--- config.mk ---
export PLATFORM = sky130hd
export DESIGN_NAME = wdt_index_port
export DESIGN_NICKNAME = d
export VERILOG_FILES = /design/src/rtl/wdt_pkg.sv /design/src/rtl/wdt_unit_tick.sv /design/src/rtl/wdt_index_port.sv
export VERILOG_INCLUDE_DIRS = /design/src /design/src/rtl
export SDC_FILE = /design/constraint.sdc
export NUM_CORES = 1
export LEC_CHECK = 0
export BUFFER_PORTS_ARGS = -buffer_cell sky130_fd_sc_hd__buf_2
export CORE_MARGIN = 2
export CORE_UTILIZATION = 55
export CTS_CLUSTER_DIAMETER = 40
export CTS_CLUSTER_SIZE = 8
export DETAILED_ROUTE_END_ITERATION = 7
export PLACE_DENSITY = 0.85
export SYNTH_ARGS = -nofsm -noshare
export SYNTH_HDL_FRONTEND = slang
export SYNTH_SLANG_ARGS = --single-unit
--- constraint.sdc ---
create_clock -name core_clk -period 3.23 [get_ports core_clk]
set_input_delay 0.646 -clock core_clk [delete_from_list [all_inputs] [get_ports core_clk]]
set_output_delay 0.646 -clock core_clk [all_outputs]
set_load 0.1 [all_outputs]
--- src/rtl/wdt_params.svh ---
`ifndef WDT_PARAMS_SVH
`define WDT_PARAMS_SVH

// i/o ports of the configuration interface
`define WDT_INDEX_PORT 16'h002e
`define WDT_DATA_PORT 16'h002f

// key values written to the index port
`define WDT_UNLOCK_KEY 8'h87
`define WDT_LOCK_KEY 8'haa

// register indices
`define WDT_IDX_DEVICE_SELECT 8'h07
`define WDT_IDX_FUNCTION_ENABLE 8'h30
`define WDT_IDX_COUNT_UNIT 8'hf5
`define WDT_IDX_TIMEOUT_COUNT 8'hf6
`define WDT_IDX_CONTROL 8'hf7

// device number of the watchdog group
`define WDT_DEVICE_NUMBER 8'h08

// field positions
`define WDT_ENABLE_BIT 0
`define WDT_MINUTE_BIT 3
`define WDT_STATUS_BIT 4
`define WDT_FORCE_BIT 5
`define WDT_KBD_BIT 6

// reset values
`define WDT_DEVICE_SELECT_RESET 8'h00
`define WDT_FUNCTION_ENABLE_RESET 8'h00
`define WDT_COUNT_UNIT_RESET 8'h00
`define WDT_TIMEOUT_COUNT_RESET 8'h00
`define WDT_CONTROL_RESET 8'h00

// answer for a read nobody claims
`define WDT_FLOAT_DATA 8'hff

// timing
`define WDT_CLK_PERIOD_NS 10
`define WDT_SECOND_NS 1000000000
`define WDT_SEC_CYCLES (`WDT_SECOND_NS / `WDT_CLK_PERIOD_NS)
`define WDT_SECONDS_PER_MINUTE 60

`endif

--- src/rtl/wdt_pkg.sv ---
package wdt_pkg;

	typedef enum logic [1:0] {
		LOCKED,
		HALF_OPEN,
		OPEN
	} lock_state_type;

	typedef struct packed {
		logic [15:0] addr;
		logic [7:0] wdata;
		logic wr;
		logic rd;
	} io_req_type;

endpackage

--- src/rtl/wdt_unit_tick.sv ---
`timescale 1ns/1ps
`default_nettype none
`include "wdt_params.svh"

module wdt_unit_tick #(
	parameter int unsigned SEC_CYCLES = `WDT_SEC_CYCLES
) (
	input wire logic core_clk,
	input wire logic reset_n,
	input wire logic clear,
	input wire logic minutes,
	output logic unit_tick
);

	localparam logic [31:0] SEC_LAST = 32'(SEC_CYCLES - 1);
	localparam logic [5:0] MIN_LAST = 6'(`WDT_SECONDS_PER_MINUTE - 1);

	logic [31:0] sec_cnt;
	logic [5:0] min_cnt;
	logic sec_tick;

	assign sec_tick = (sec_cnt == SEC_LAST);

	// a restart clears the prescaler so the first unit is a whole one
	always_ff @(posedge core_clk or negedge reset_n) begin
		if (!reset_n) begin
			sec_cnt <= 32'h00000000;
		end else if (clear || sec_tick) begin
			sec_cnt <= 32'h00000000;
		end else begin
			sec_cnt <= sec_cnt + 32'h00000001;
		end
	end

	always_ff @(posedge core_clk or negedge reset_n) begin
		if (!reset_n) begin
			min_cnt <= 6'h00;
		end else if (clear) begin
			min_cnt <= 6'h00;
		end else if (sec_tick) begin
			min_cnt <= (min_cnt == MIN_LAST) ? 6'h00 : min_cnt + 6'h01;
		end
	end

	always_ff @(posedge core_clk or negedge reset_n) begin
		if (!reset_n) begin
			unit_tick <= 1'b0;
		end else begin
			unit_tick <= !clear && sec_tick &&
				(!minutes || min_cnt == MIN_LAST);
		end
	end

endmodule
`default_nettype wire

--- src/rtl/wdt_index_port.sv ---
// What this block does
// [RL1] timeout programmable 1..255 seconds or minutes
// [RL2] expiry raises interrupt or reset output
// [RL3] strap picks reset or irq 11, one only
// [RL4] interrupt low, held until timer restarted
// [RL5] 2E is index port, 2F data port
// [RL6] host writes index, then accesses data port
// [RL7] two successive 87 writes unlock access
// [RL8] AA to index port relocks access
// [RL9] 08 at index 07 maps watchdog group
// [RL10] 01 at index 30 enables; off at reset
// [RL11] F5 bit 3 picks seconds or minutes
// [RL12] F6 zero stops timer; else unit count
// [RL13] any F6 write restarts from new value
// [RL14] F7 bit 6 lets keyboard restart timer
// [RL15] F7 bit 5 forces timeout, self-clears
// [RL16] F7 bit 4 reads expired status
// [RL17] count down per unit, expire at zero
`timescale 1ns/1ps
`default_nettype none
`include "wdt_params.svh"

module wdt_index_port #(
	parameter int unsigned SEC_CYCLES = `WDT_SEC_CYCLES
) (
	input wire logic core_clk,
	input wire logic reset_n,
	input wire wdt_pkg::io_req_type io_req,
	output logic [7:0] io_rdata,
	input wire logic kbd_activity,
	input wire logic expiry_action_strap,
	output logic wdt_irq11_n,
	output logic wdt_sys_reset_n
);

	wdt_pkg::lock_state_type lock_state;
	logic [7:0] index;
	logic [7:0] device_select;
	logic [7:0] function_enable;
	logic [7:0] count_unit_config;
	logic [7:0] timeout_count;
	logic [7:0] control;
	logic [7:0] count_now;
	logic expired;
	logic strap_seen;
	logic strap_reset;
	logic unit_tick;

	logic index_wr;
	logic data_wr;
	logic data_rd;
	logic group_sel;
	logic count_wr;
	logic control_wr;
	logic force_timeout;
	logic kbd_restart;
	logic restart;
	logic running;
	logic expire_event;
	logic [7:0] read_value;

	function automatic logic is_reg(input logic [7:0] idx,
		input logic [7:0] which);
		is_reg = (idx == which);
	endfunction

	// port decode
	assign index_wr = io_req.wr && io_req.addr == `WDT_INDEX_PORT; // [RL5]
	assign data_wr = io_req.wr && io_req.addr == `WDT_DATA_PORT &&
		lock_state == wdt_pkg::OPEN; // [RL5]
	assign data_rd = io_req.rd && io_req.addr == `WDT_DATA_PORT &&
		lock_state == wdt_pkg::OPEN;
	assign group_sel = (device_select == `WDT_DEVICE_NUMBER); // [RL9]
	assign count_wr = data_wr && group_sel &&
		is_reg(index, `WDT_IDX_TIMEOUT_COUNT);
	assign control_wr = data_wr && group_sel &&
		is_reg(index, `WDT_IDX_CONTROL);
	assign force_timeout = control_wr &&
		io_req.wdata[`WDT_FORCE_BIT]; // [RL15]
	assign kbd_restart = kbd_activity && control[`WDT_KBD_BIT]; // [RL14]
	assign restart = count_wr || kbd_restart; // [RL13]
	assign running = function_enable[`WDT_ENABLE_BIT] &&
		count_now != 8'h00 && !expired; // [RL10] [RL12]
	assign expire_event = force_timeout ||
		(running && unit_tick && !restart && count_now == 8'h01); // [RL17]

	// unlock / lock sequencer; a key must arrive in successive writes
	always_ff @(posedge core_clk or negedge reset_n) begin
		if (!reset_n) begin
			lock_state <= wdt_pkg::LOCKED;
		end else if (index_wr) begin
			case (lock_state)
				wdt_pkg::LOCKED: begin
					if (io_req.wdata == `WDT_UNLOCK_KEY) begin
						lock_state <= wdt_pkg::HALF_OPEN; // [RL7]
					end
				end
				wdt_pkg::HALF_OPEN: begin
					if (io_req.wdata == `WDT_UNLOCK_KEY) begin
						lock_state <= wdt_pkg::OPEN; // [RL7]
					end else begin
						lock_state <= wdt_pkg::LOCKED;
					end
				end
				wdt_pkg::OPEN: begin
					if (io_req.wdata == `WDT_LOCK_KEY) begin
						lock_state <= wdt_pkg::LOCKED; // [RL8]
					end
				end
				default: begin
					lock_state <= wdt_pkg::LOCKED;
				end
			endcase
		end
	end

	// index latch; host must select before touching the data port
	always_ff @(posedge core_clk or negedge reset_n) begin
		if (!reset_n) begin
			index <= 8'h00;
		end else if (index_wr && lock_state == wdt_pkg::OPEN &&
			io_req.wdata != `WDT_LOCK_KEY) begin
			index <= io_req.wdata; // [RL6]
		end
	end

	always_ff @(posedge core_clk or negedge reset_n) begin
		if (!reset_n) begin
			device_select <= `WDT_DEVICE_SELECT_RESET;
		end else if (data_wr && is_reg(index, `WDT_IDX_DEVICE_SELECT)) begin
			device_select <= io_req.wdata; // [RL9]
		end
	end

	always_ff @(posedge core_clk or negedge reset_n) begin
		if (!reset_n) begin
			function_enable <= `WDT_FUNCTION_ENABLE_RESET; // [RL10]
		end else if (data_wr && group_sel &&
			is_reg(index, `WDT_IDX_FUNCTION_ENABLE)) begin
			function_enable <= io_req.wdata; // [RL10]
		end
	end

	always_ff @(posedge core_clk or negedge reset_n) begin
		if (!reset_n) begin
			count_unit_config <= `WDT_COUNT_UNIT_RESET; // [RL11]
		end else if (data_wr && group_sel &&
			is_reg(index, `WDT_IDX_COUNT_UNIT)) begin
			count_unit_config <= io_req.wdata; // [RL11]
		end
	end

	always_ff @(posedge core_clk or negedge reset_n) begin
		if (!reset_n) begin
			timeout_count <= `WDT_TIMEOUT_COUNT_RESET; // [RL12]
		end else if (count_wr) begin
			timeout_count <= io_req.wdata; // [RL1]
		end
	end

	// force bit is never stored, so it always reads back as zero
	always_ff @(posedge core_clk or negedge reset_n) begin
		if (!reset_n) begin
			control <= `WDT_CONTROL_RESET; // [RL14]
		end else if (control_wr) begin
			control <= io_req.wdata & 8'hcf; // [RL15]
		end
	end

	// unit prescaler, restarted together with the count
	wdt_unit_tick #(
		.SEC_CYCLES(SEC_CYCLES)
	) unit_gen (
		.core_clk(core_clk),
		.reset_n(reset_n),
		.clear(restart),
		.minutes(count_unit_config[`WDT_MINUTE_BIT]), // [RL11]
		.unit_tick(unit_tick)
	);

	// down counter; a keyboard restart reloads the programmed value
	always_ff @(posedge core_clk or negedge reset_n) begin
		if (!reset_n) begin
			count_now <= 8'h00;
		end else if (count_wr) begin
			count_now <= io_req.wdata; // [RL13]
		end else if (kbd_restart) begin
			count_now <= timeout_count; // [RL14]
		end else if (running && unit_tick) begin
			count_now <= count_now - 8'h01; // [RL17]
		end
	end

	// expiry flag: a forced timeout wins over a restart in the same cycle; a restart wins over a count expiry
	always_ff @(posedge core_clk or negedge reset_n) begin
		if (!reset_n) begin
			expired <= 1'b0;
		end else if (expire_event) begin
			expired <= 1'b1; // [RL2]
		end else if (restart) begin
			expired <= 1'b0; // [RL4]
		end
	end

	// the strap is static, so it is caught once after reset release
	always_ff @(posedge core_clk or negedge reset_n) begin
		if (!reset_n) begin
			strap_seen <= 1'b0;
			strap_reset <= 1'b0;
		end else if (!strap_seen) begin
			strap_seen <= 1'b1;
			strap_reset <= expiry_action_strap; // [RL3]
		end
	end

	// only one of the two actions ever drives
	always_ff @(posedge core_clk or negedge reset_n) begin
		if (!reset_n) begin
			wdt_irq11_n <= 1'b1;
			wdt_sys_reset_n <= 1'b1;
		end else begin
			wdt_irq11_n <= !(expired && !strap_reset); // [RL3] [RL4]
			wdt_sys_reset_n <= !(expired && strap_reset); // [RL2] [RL3]
		end
	end

	always_comb begin
		read_value = `WDT_FLOAT_DATA;
		if (is_reg(index, `WDT_IDX_DEVICE_SELECT)) begin
			read_value = device_select;
		end else if (group_sel) begin
			case (index)
				`WDT_IDX_FUNCTION_ENABLE: begin
					read_value = function_enable;
				end
				`WDT_IDX_COUNT_UNIT: begin
					read_value = count_unit_config;
				end
				`WDT_IDX_TIMEOUT_COUNT: begin
					read_value = timeout_count;
				end
				`WDT_IDX_CONTROL: begin
					read_value = control;
					read_value[`WDT_STATUS_BIT] = expired; // [RL16]
				end
				default: begin
					read_value = `WDT_FLOAT_DATA;
				end
			endcase
		end
	end

	// reads while locked see a floating bus
	always_ff @(posedge core_clk or negedge reset_n) begin
		if (!reset_n) begin
			io_rdata <= `WDT_FLOAT_DATA;
		end else if (data_rd) begin
			io_rdata <= read_value; // [RL16]
		end else if (io_req.rd) begin
			io_rdata <= `WDT_FLOAT_DATA; // [RL8]
		end
	end
endmodule
`default_nettype wire

Yosys cells after proc, flatten, opt, wreduce, memory -nomap -nowiden

Index checks and enable logic that the tools add are counted.

Register bits after elaboration: 108
Input bits: 30
Output and inout bits: 10

Add/subtract/negate cells: 3
Equality and inequality tests: 18
Muxes and demuxes: 18
Reductions and logical operators: 41

Operators with widths:

| operator                                         | count |
|---|---|
| 2-to-1 mux 8 bit                                 | 7 |
| == test 8 bit, second input constant             | 5 |
| adder 32 x 1 -> 32 bit, second input constant    | 1 |
| == test 16 x 6 -> 1 bit, second input constant   | 2 |
| == test 32 x 27 -> 1 bit, second input constant  | 1 |
| 2-to-1 mux 32 bit                                | 1 |
| case mux 8 bit (4 select lines)                  | 1 |
| logical AND 1 bit                                | 24 |
| 2-to-1 mux 6 bit                                 | 3 |
| == test 8 x 1 -> 1 bit, second input constant    | 1 |
| == test 8 x 3 -> 1 bit, second input constant    | 1 |
| == test 8 x 4 -> 1 bit, second input constant    | 1 |
| == test 8 x 6 -> 1 bit, second input constant    | 1 |
| inequality test 8 bit, second input constant     | 1 |
| nonzero test 8 bit                               | 1 |
| subtractor 8 x 1 -> 8 bit, second input constant | 1 |
| adder 6 x 1 -> 6 bit, second input constant      | 1 |
| == test 6 bit, second input constant             | 1 |
| logical NOT 1 bit                                | 6 |
| 2-to-1 mux 2 bit                                 | 3 |
| case mux 2 bit (3 select lines)                  | 1 |
| nonzero test 2 bit                               | 3 |
| logical OR 1 bit                                 | 4 |
| inequality test 2 bit, second input constant     | 2 |
| 6 further kinds                                  | 7 |

Logic depth before layout (Yosys ltp)

Gate-level depths: netlist of the first run.

Word-level depth: 11
Depth in mapped cells: 8
Mapped depth without buffers: 7

By module

From an unflattened synthesis of the first run, not the netlist that was laid out.

Cells, all modules: 513
Area total of the unflattened synthesis: 5547.8 um2

By module, submodules not included:

| module         | sequential area each (um2) | cells each | instances | area an instance (um2) |
|---|---|---|---|---|
| wdt_index_port | 1739.2                     | 298        | 1         | 3529.6 |
| wdt_unit_tick  | 975.9                      | 215        | 1         | 2018.2 |

Least setup slack after synthesis of the first run

Ideal clock, no wire load.

Path type: input to register
Start: input port io_req[19] (netlist bit)
End: register control[0]
Path buffers: 1
Arrival time: 2.390 ns
Data required time: 3.105 ns
Setup slack: 0.715 ns
Stages on the path: 6
Path through: or4_4 > nor4_4 > and3_2 > and3_1 > buf_4 > mux2_2

Longest elaborated chain between the ends: 5

RTL lines:

| what                                     | line                  | RTL |
|---|---|---|
| start: declaration                       | wdt_index_port.sv:28  | `input wire wdt_pkg::io_req_type io_req,` |
| == test 16 x 6 -> 1 bit (no source line) | --                    |  |
| logical AND 1 bit (no source line)       | --                    |  |
| logical AND 1 bit                        | wdt_index_port.sv:69  | `` assign data_wr = io_req.wr && io_req.addr == `WDT_DATA_PORT && `` |
| logical AND 1 bit (2 in a row)           | wdt_index_port.sv:76  | `assign control_wr = data_wr && group_sel &&` |
| end signal: assignment                   | wdt_index_port.sv:164 | `` control <= `WDT_CONTROL_RESET; `` |
| end signal: assignment                   | wdt_index_port.sv:166 | `control <= io_req.wdata & 8'hcf;` |
| end: declaration                         | wdt_index_port.sv:42  | `logic [7:0] control;` |

Every way passes these cells.
A chain may end at the register's enable or synchronous reset.

Worst setup path in the final report of the first run

Start: register index[1]
End: register io_rdata[6]

Longest elaborated chain between the ends: 5
Elaborated cells on any way between the ends: 9
Classes of those cells: eq/ne (5); mux (4)

RTL lines:

| what                                                           | line                  | RTL |
|---|---|---|
| start: declaration                                             | wdt_index_port.sv:37  | `logic [7:0] index;` |
| start signal: assignment                                       | wdt_index_port.sv:123 | `index <= io_req.wdata;` |
| == test 8 bit / == test 8 x 6 -> 1 bit (equally long branches) | wdt_index_port.sv:232 | `case (index)` |
| case mux 8 bit (4 select lines)                                | wdt_index_port.sv:232 |  |
| 2-to-1 mux 8 bit                                               | wdt_index_port.sv:231 | `end else if (group_sel) begin` |
| 2-to-1 mux 8 bit (*)                                           | wdt_index_port.sv:229 | `` if (is_reg(index, `WDT_IDX_DEVICE_SELECT)) begin `` |
| 2-to-1 mux 8 bit (*)                                           | wdt_index_port.sv:257 | `end else if (data_rd) begin` |
| end signal: assignment                                         | wdt_index_port.sv:256 | `` io_rdata <= `WDT_FLOAT_DATA; `` |
| end signal: assignment                                         | wdt_index_port.sv:258 | `io_rdata <= read_value;` |
| end signal: assignment                                         | wdt_index_port.sv:260 | `` io_rdata <= `WDT_FLOAT_DATA; `` |
| end: declaration                                               | wdt_index_port.sv:29  | `output logic [7:0] io_rdata,` |

Mark *: on every way between the ends. The rest lies on a longest branch, timed or not.

==> flow_metrics.py, run 1 <==
metrics = {
    "setup_path": {
        "start_kind": "flop",
        "ff2ff_setup_slack_ps": 600,
        "crit_path_end": "io_rdata[6]",
        "rr_startpoint": "index[1]",
        "cp.required_ps": 3530,
        "r2r_cells": 5,
        "critPathArrivalTime_ps": 2930,
        "startpoint": "index[1]",
        "path_max_fanout": 13,
        "end_kind": "flop",
        "rr_endpoint": "io_rdata[6]",
        "crit_type": "reg2reg",
    },
    "die": {
        "fp.dieH_um": 103,
        "dieWidth_um": 103,
        "die_area_sq_um": 10700,
        "initial_utilization": 0.561,
        "io_pins": 40,
        "rows": 36,
        "placeableCoreArea_sq_um": 9680,
    },
    "finish": {
        "layout_common_cells": "dfrtp_1, nor2_1, mux2_2",
        "fillers": 741,
        "drive_gt1_frac": 0.273,
        "final_nets": 572,
        "synthToLayoutAreaGrowth_pct": 10.5,
        "layout_commonest_cell": "dfrtp_1",
        "multi_input_area_sq_um": 2610,
        "regArea_sq_um": 2720,
        "fin_util": 0.620,
        "num_antenna_cells": 0,
    },
    "power_and_ir_drop": {
        "leakage_uw": 0.00263,
        "power_switching_uw": 583,
        "worst_ir_drop_vdd_v": 0.000269,
        "netSwitchingFraction": 0.241,
        "seqPwrFrac": 0.563,
        "internal-power_uw": 1830,
        "power_frac_comb": 0.041,
        "p_per_area_nw_per_um2": 402,
        "p_clk_frac": 0.396,
    },
    "timing": {
        "slew_violations": 0,
        "finalSetupTns_ps": 0,
        "slew_headroom": 0.501,
        "setup_violations": 0,
        "fin_skew_ps": 16.0,
        "rsz0062_at_grt": "no",
        "finalHoldViolCount": 0,
        "tightest_slew_ps": 749,
        "fin_crit_sh": 0.814,
        "layout_min_cycle_time_ps": 2630,
        "max_freq_mhz": 380,
    },
    "clock_tree": {
        "clock_sinks": 108,
        "cts_buffer_depth": 2,
        "cts_buffers": 9,
        "h-tree-depth": 3,
        "cts_hold_buf": 0,
        "cts.clk_slew.worst_paths_ps": 110,
        "cts_resized": 0,
        "cts_tree": "yes",
        "post_cts_buffers": 0,
        "cts-root-buf": "clkbuf_8",
        "clk_latency_ps": 390,
    },
    "routing": {
        "vias": 4060,
        "drt-initial-drc-count": 247,
        "postRouteAntennaNets": 0,
        "routedWlPerCell_um": 17.3,
        "drt_first_pass_iters": 4,
        "routed_via_density": 6.01,
        "drc": 0,
        "drt_wl_total_um": 11700,
    },
    "global_route": {
        "grt_use_total": 0.234,
        "first_global_vias": 4020,
        "grt_pass1_wl_um": 19100,
        "grt_max_degree": 60,
        "grt_overflow": 0,
        "antenna_found_initial": 0,
    },
    "yosys": {
        "ys_seq_area_frac": 0.500,
        "synth_cells": 497,
        "yosys_warnings": 0,
        "postSynthAreaPerCell_sq_um": 10.9,
        "synthArstFlopShare": 1.00,
        "synth_cell_types": 60,
        "ys.flop_type": "dfrtp_1",
        "synth_edf_count": 0,
        "syn_nets": 532,
        "synth-seq-cells": 108,
        "netlist_area_sq_um": 5440,
    },
    "place": {
        "hpwl_um": 8030,
        "port_buffers": 39,
        "place_congestion": 0.862,
    },
    "status": {
        "status": "finished clean",
    },
    "flow_run": {
        "maxCapViolations": 0,
    },
    "min_path": {
        "hold_class": "in2async",
    },
}
## how the worst min path moves through the flow
stage	slack [ps]	end	cells past startpoint	startpoint
final	300	device_select[5]	1	reset_n
after global routing	360	device_select[4]	1	reset_n
after CTS	330	lock_state[1]	1	reset_n
after detailed placement	400	wdt_sys_reset_n	1	strap_reset
after global placement	390	wdt_sys_reset_n	1	strap_reset
after floorplan	350	control[0]	0	reset_n
## routing by layer
metal  wire length [um]  global-route usage  share of wire
met1               4940               0.286           0.42
met2               6040               0.409           0.52
met3                497              0.0585          0.043
met4                177              0.0719          0.015
met5                  0                   0              0
## state kept, by name, summed over array words and instances (netlist names)
register / count
control: 6
count_now: 8
count_unit_config: 8
device_select: 8
expired: 1
function_enable: 8
index: 8
io_rdata: 8
lock_state: 2
strap_reset: 1
strap_seen: 1
timeout_count: 8
unit_gen.min_cnt: 6
unit_gen.sec_cnt: 32
unit_gen.unit_tick: 1
wdt_irq11_n: 1
wdt_sys_reset_n: 1
## power by group through the flow
| stage | Clock [uW] | Combinational [uW] | Sequential (uW) |
|---|---|---|---|
| after detailed placement | 0 | 100 | 1390 |
| final | 955 | 99.7 | 1360 |
| after floorplan | 0 | 11.4 | 1410 |
| after CTS | 965 | 101 | 1360 |
| after global placement | 0 | 97.5 | 1390 |
| after global routing | 1020 | 108 | 1360 |
## final cells by class
class                   instances  area share
clock buffers                   9      0.0206
clock inverters                 7      0.0175
inverters                      13     0.00812
multi-input cells             362       0.434
flip-flops and latches        108       0.452
well taps                     133      0.0277
repair buffers                 43      0.0400
## synthesized netlist by cell type (3+ instances only)
cell type	instances	share of area
or3_1	4	0.0046
mux2i_1	9	0.017
nand3_1	19	0.017
dfrtp_1	98	0.45
nor3_1	17	0.016
a31oi_1	6	0.0069
nand2_1	23	0.016
and3_1	5	0.0058
o21ai_0	7	0.0064
or4_1	3	0.0041
dfstp_2	10	0.048
ha_1	5	0.012
o2bb2ai_1	4	0.0064
xor2_1	5	0.0081
nand3b_1	4	0.0055
clkbuf_1	5	0.0035
nor2b_1	4	0.0046
inv_1	13	0.0090
or4_4	5	0.010
nor4bb_1	3	0.0055
o22ai_1	8	0.0092
xnor2_1	27	0.044
nor4b_1	3	0.0048
nand4_1	7	0.0081
a221oi_1	4	0.0064
mux2_2	55	0.11
nor4_1	12	0.014
and4_1	8	0.013
a21oi_1	20	0.018
nor2_1	60	0.041
buf_2	6	0.0055
## stage by stage
step | instances | hold WS (ps) | total power (uW) | setup WS [ps] | area [sq um]
4_1_cts | 675 | 329 | 2430 | 635 | 6010
2_1_floorplan | 497 | 350 | 1420 | 715 | 5440
3_5_place_dp | 659 | 400 | 1490 | 396 | 5780
5_1_grt | 675 | 357 | 2490 | 475 | 6010
3_3_place_gp | 659 | 392 | 1480 | 436 | 5780
6_report | 675 | 301 | 2410 | 602 | 6010
## cells by family after synthesis
kind of cell             count (synthesis)  share of synthesized area
buffers and inverters                   27                     0.0207
other                                    1                   0.000690
adder cells (fa/ha/maj)                  5                     0.0115
XOR/XNOR                                32                     0.0516
multiplexers                            64                      0.131
AO/OA/AOI/OAI                           59                     0.0681
AND/OR/NAND/NOR                        201                      0.217
flip-flops                             108                      0.500
## critical path, cell delays in order, from the launching register on
cell	delay [ps]
dfrtp_1	600
or4_1	640
nor4_4	490
nor3_1	160
nor3_1	490
a21oi_1	150
No activity file was read; power rests on OpenSTA's default activity.
==> run 2, diff against run 1 <==
Settings changed: ABC_AREA from default to 1, PLACE_DENSITY 0.85 to 0.87.
Clock period 3.23 ns to 2.24 ns, I/O delays scaled along.
==> flow_metrics.py, run 2 <==
metrics = {
    "routing": {
        "drc": 0,
        "drt_wl_total_um": 14300,
        "routed_via_density": 5.46,
        "routedWlPerCell_um": 14.6,
        "vias": 5352,
        "drt-initial-drc-count": 341,
        "postRouteAntennaNets": 0,
        "drt_first_pass_iters": 5,
    },
    "setup_path": {
        "end_kind": "flop",
        "critPathArrivalTime_ps": 2180,
        "path_max_fanout": 32,
        "crit_type": "reg2reg",
        "start_kind": "flop",
        "cp.required_ps": 2500,
        "ff2ff_setup_slack_ps": 320,
    },
    "flow_run": {
        "maxCapViolations": 0,
    },
    "status": {
        "status": "finished clean",
    },
    "timing": {
        "rsz0062_at_grt": "no",
        "setup_violations": 0,
        "tightest_slew_ps": 576,
        "finalHoldViolCount": 0,
        "slew_headroom": 0.613,
        "slew_violations": 0,
        "fin_skew_ps": 14.7,
        "holdWs_ps": 38.1,
        "finalSetupTns_ps": 0,
        "max_freq_mhz": 522,
        "layout_min_cycle_time_ps": 1920,
        "fin_crit_sh": 0.855,
    },
    "die": {
        "io_pins": 40,
        "fp.dieH_um": 110,
        "placeableCoreArea_sq_um": 10900,
        "dieWidth_um": 110,
        "rows": 38,
        "initial_utilization": 0.568,
        "die_area_sq_um": 12100,
    },
    "finish": {
        "final_nets": 870,
        "regMostFlops": "unit_gen.sec_cnt",
        "synthToLayoutAreaGrowth_pct": 9.38,
        "multi_input_area_sq_um": 3030,
        "fillers": 925,
        "regArea_sq_um": 2720,
        "layout_common_cells": "nand2_1, nor2_1, dfrtp_1",
        "num_antenna_cells": 0,
        "layout_commonest_cell": "nand2_1",
        "largest_reg_flops": 32,
        "fin_cells": 980,
        "drive_gt1_frac": 0.187,
    },
    "yosys": {
        "synth_top_area_frac": 0.396,
        "ys_top_cells_by_area": "dfrtp_1, nand2_1, nor2_1",
        "ys.flop_type": "dfrtp_1",
        "synth_cells": 790,
        "synth-seq-cells": 108,
        "netlist_area_sq_um": 6190,
        "synth_edf_count": 0,
        "synth_top_area_cell": "dfrtp_1",
        "ys_seq_area_frac": 0.439,
        "synth_cell_types": 43,
        "yosys-top-cells-count": "nand2_1, nor2_1, dfrtp_1, inv_1, nand4_1",
        "postSynthAreaPerCell_sq_um": 7.83,
        "syn_nets": 825,
        "yosysMostFrequentCell": "nand2_1",
        "yosys_warnings": 0,
        "synthArstFlopShare": 1.00,
    },
    "min_path": {
        "hold_class": "in2async",
    },
    "clock_tree": {
        "cts_buffer_depth": 2,
        "cts_buffers": 9,
        "clk_latency_ps": 390,
        "cts_hold_buf": 0,
        "cts-root-buf": "clkbuf_8",
        "post_cts_buffers": 0,
        "cts_tree": "yes",
        "h-tree-depth": 3,
        "clock_sinks": 108,
        "cts_resized": 0,
        "cts.clk_slew.worst_paths_ps": 100,
    },
    "global_route": {
        "first_global_vias": 5003,
        "grt_overflow": 0,
        "grt_pass1_wl_um": 23800,
        "antenna_found_initial": 0,
        "grt_use_total": 0.256,
        "grt_max_degree": 43,
    },
    "place": {
        "place_congestion": 0.933,
        "port_buffers": 39,
        "hpwl_um": 10400,
        "dp.cells": 964,
    },
    "power_and_ir_drop": {
        "leakage_uw": 0.00322,
        "p_per_area_nw_per_um2": 505,
        "worst_ir_drop_vdd_v": 0.000457,
    },
}
==> run 2: changes by cell type in the layout (fill, tap and decap cells not counted), sizes merged, moves of 27 or more <==
cell,delta
nand2,+184
nor2,+74
inv,+62
mux2,-54
o21ai,+43
nand4,+41
nand3,+27
==> run 2: where the power goes <==
part | switching [uW] | internal (uW) | leakage (uW)
combinational | 88.3 | 38.0 | 0.00167
sequential | 1.67 | 1950 | 0.00143
clock | 647 | 694 | 0.000114
total | 737 | 2680 | 0.00322
==> run 2: final timing paths <==
kind                                         to  cells after the start                 from
max                        unit_gen.sec_cnt[22]                     10  unit_gen.sec_cnt[0]
min                        count_unit_config[5]                      1              reset_n
max reg2reg                unit_gen.sec_cnt[22]                     10  unit_gen.sec_cnt[0]
min reg2reg                     wdt_sys_reset_n                      1          strap_reset
max in group asynchronous           io_rdata[1]                      2              reset_n
min in group core_clk               strap_reset                      2  expiry_action_strap
==> run 2: area by class of cell <==
type	count	share of cell area
Clock buffer	13	0.0235
Clock inverter	3	0.0102
Inverter	78	0.0433
Multi-Input combinational cell	583	0.447
Sequential cell	108	0.401
Tap cell	140	0.0259
Timing Repair Buffer	55	0.0488
==> run 2: cells by family (layout without fill, tap and decap cells) <==
logic type	Yosys count	count (layout)	share of synthesized area
AO/OA/AOI/OAI	72	72	0.0728
XOR/XNOR	29	29	0.0410
adder cells (fa/ha/maj)	5	5	0.0101
buffers and inverters	99	149	0.0720
flip-flops	108	108	0.439
multiplexers	1	1	0.00182
other	1	1	0.000606
AND/OR/NAND/NOR	475	475	0.363
==> run 2: through the flow <==
step / setup WS (ps) / util / area, sq um / power (uW)
CTS: 310 / 0.622 / 6770 / 3450
global placement: 332 / 0.601 / 6540 / 2120
finish: 325 / 0.622 / 6770 / 3420
floorplan: 609 / - / 6190 / 2020
global route: 169 / 0.622 / 6770 / 3540
detailed placement: 296 / 0.601 / 6540 / 2120
==> run 2: critical path, cell delays in order (launching register included) <==
cell	delay, ps
dfrtp_1	380
ha_1	190
nand3_1	200
inv_2	140
nand2_2	90
inv_2	80
nand2_1	90
nor2_4	180
inv_2	60
nand2_4	270
nor2_1	90
==> run 2: routing by layer <==
layer | global-route usage | wire length, um | vias to the layer above
met3 | 0.0641 | 1010 | 42
met2 | 0.407 | 6890 | 167
met4 | 0.103 | 435 | 0
li1 | - | - | 2647
met5 | 0 | 0 | -
met1 | 0.337 | 5950 | 2496
==> run 3, diff against run 2 <==
Settings changed: CORE_ASPECT_RATIO from default to 1.5.
==> flow_metrics.py, run 3 (same netlist as run 2, synthesis figures left out) <==
metrics = {
    "status": {
        "status": "finished clean",
    },
    "place": {
        "place_congestion": 0.967,
        "post_dp_cell_area_sq_um": 6540,
        "hpwl_um": 10800,
        "port_buffers": 39,
    },
    "routing": {
        "met3_length_um": 791,
        "postRouteAntennaNets": 0,
        "routed_via_density": 5.51,
        "drc": 0,
        "vias": 5422,
        "drt-initial-drc-count": 411,
        "drt-met1-wl_um": 5710,
        "drt_wl_total_um": 14800,
        "routedWlPerCell_um": 15.0,
        "dr_wl_met2_um": 7610,
        "drt_first_pass_iters": 5,
        "top_layer": "met4",
    },
    "clock_tree": {
        "cts-root-buf": "clkbuf_16",
        "cts_hold_buf": 0,
        "post_cts_buffers": 0,
        "clock_sinks": 108,
        "cts_buffer_depth": 2,
        "clk_latency_ps": 350,
        "cts_buffers": 9,
        "cts.clk_slew.worst_paths_ps": 70,
        "cts_resized": 0,
        "h-tree-depth": 3,
        "cts_tree": "yes",
    },
    "timing": {
        "max_freq_mhz": 507,
        "setup_violations": 0,
        "layout_min_cycle_time_ps": 1970,
        "finalHoldViolCount": 0,
        "slew_violations": 0,
        "finalSetupTns_ps": 0,
        "fin_crit_sh": 0.880,
        "slew_headroom": 0.608,
        "tightest_slew_ps": 583,
        "rsz0062_at_grt": "no",
        "fin_skew_ps": 9.96,
    },
    "setup_path": {
        "start_kind": "flop",
        "cp.required_ps": 2470,
        "crit_type": "reg2reg",
        "slowest_stage": "dfrtp_1",
        "end_kind": "flop",
        "path_delay_family": "simple AND/OR/NAND/NOR gates",
        "crit_chain": "ha_1 > nand3_1 > inv_2 > nand2_2 > inv_2 > nand2_1 > nor2_4 > inv_2 > nand2_4 > nor2_1",
        "path_max_fanout": 32,
        "startpoint": "unit_gen.sec_cnt[0]",
        "slowest_delay_ps": 390,
        "rr_startpoint": "unit_gen.sec_cnt[0]",
        "critPathArrivalTime_ps": 2200,
        "critPathMostFrequentCell": "inv_2",
        "critical_path_buf_inv_count": 3,
    },
    "min_path": {
        "hold_class": "in2async",
    },
    "finish": {
        "layout_common_cells": "nand2_1, nor2_1, dfrtp_1",
        "synthToLayoutAreaGrowth_pct": 10.5,
        "largest_reg_flops": 32,
        "drive_gt1_frac": 0.184,
        "regMostFlops": "unit_gen.sec_cnt",
        "final_nets": 867,
        "fin_util": 0.622,
        "num_antenna_cells": 0,
        "finish.instance_area_sq_um": 6840,
        "layout_commonest_cell": "nand2_1",
    },
    "global_route": {
        "grt_pass1_wl_um": 25100,
        "grt_use_total": 0.259,
        "grt_max_degree": 39,
        "grt_overflow": 0,
        "first_global_vias": 5290,
        "antenna_found_initial": 0,
    },
    "die": {
        "initial_utilization": 0.563,
        "rows": 47,
        "dieWidth_um": 90.6,
        "io_pins": 40,
        "die_area_sq_um": 12100,
        "fp.dieH_um": 134,
        "placeableCoreArea_sq_um": 11000,
    },
    "power_and_ir_drop": {
        "p_per_area_nw_per_um2": 538,
        "worst_ir_drop_vdd_v": 0.000377,
        "leakage_uw": 0.00324,
    },
    "flow_run": {
        "maxCapViolations": 0,
    },
}
run 3: changes by cell type in the layout (fill, tap and decap cells not counted):
cell / before / now
buf_4: 16 / 12
buf_12: 1 / 2
clkinv_2: 0 / 2
clkbuf_16: 0 / 9
clkbuf_8: 11 / 1
bufinv_16: 2 / 1
run 3: path summary, 6_finish.rpt:
kind                       slack [ps]                  end  cells after the start
setup / recovery                  270  unit_gen.sec_cnt[0]                     10
hold / removal                     70             index[4]                      1
setup reg to reg                  270  unit_gen.sec_cnt[0]                     10
hold reg to reg                   440      wdt_sys_reset_n                      1
max in group asynchronous        1540          wdt_irq11_n                      2
min in group core_clk             340          strap_reset                      2
run 3: layout make-up:
cell class	count	area (sq um)
clock inverters	4	48.8
flip-flops and latches	108	2720
well taps	147	184
clock buffers	12	246
inverters	78	293
fillers	943	4160
multi-input cells	583	3030
repair buffers	52	320
run 3: worst reg2reg max path, stage by stage (launching register included):
cell	delay (ps)
dfrtp_1	390
ha_1	210
nand3_1	220
inv_2	140
nand2_2	100
inv_2	90
nand2_1	90
nor2_4	180
inv_2	70
nand2_4	270
nor2_1	90
run 3: power breakdown:
part           internal, uW  switching [uW]  leakage [uW]  total [uW]
Clock                   897             699      0.000147        1600
Sequential             1950            1.76       0.00143        1950
Combinational          37.0            88.6       0.00166         126
Total                  2890             789       0.00324        3680
run 3: through the flow:
step,total power (uW),worst slack [ps],hold WS (ps),instances
5_1_grt,3790,105,110,984
6_report,3680,269,67.1,984
3_5_place_dp,2120,241,428,968
3_3_place_gp,2120,305,416,968
2_1_floorplan,2020,609,152,790
4_1_cts,3700,256,86.6,984
run 3: routing by layer:
metal  vias up  GRT usage
met2       197      0.455
met1      2527      0.307
met3        50     0.0433
met5         -          0
li1       2648          -
met4         0      0.122
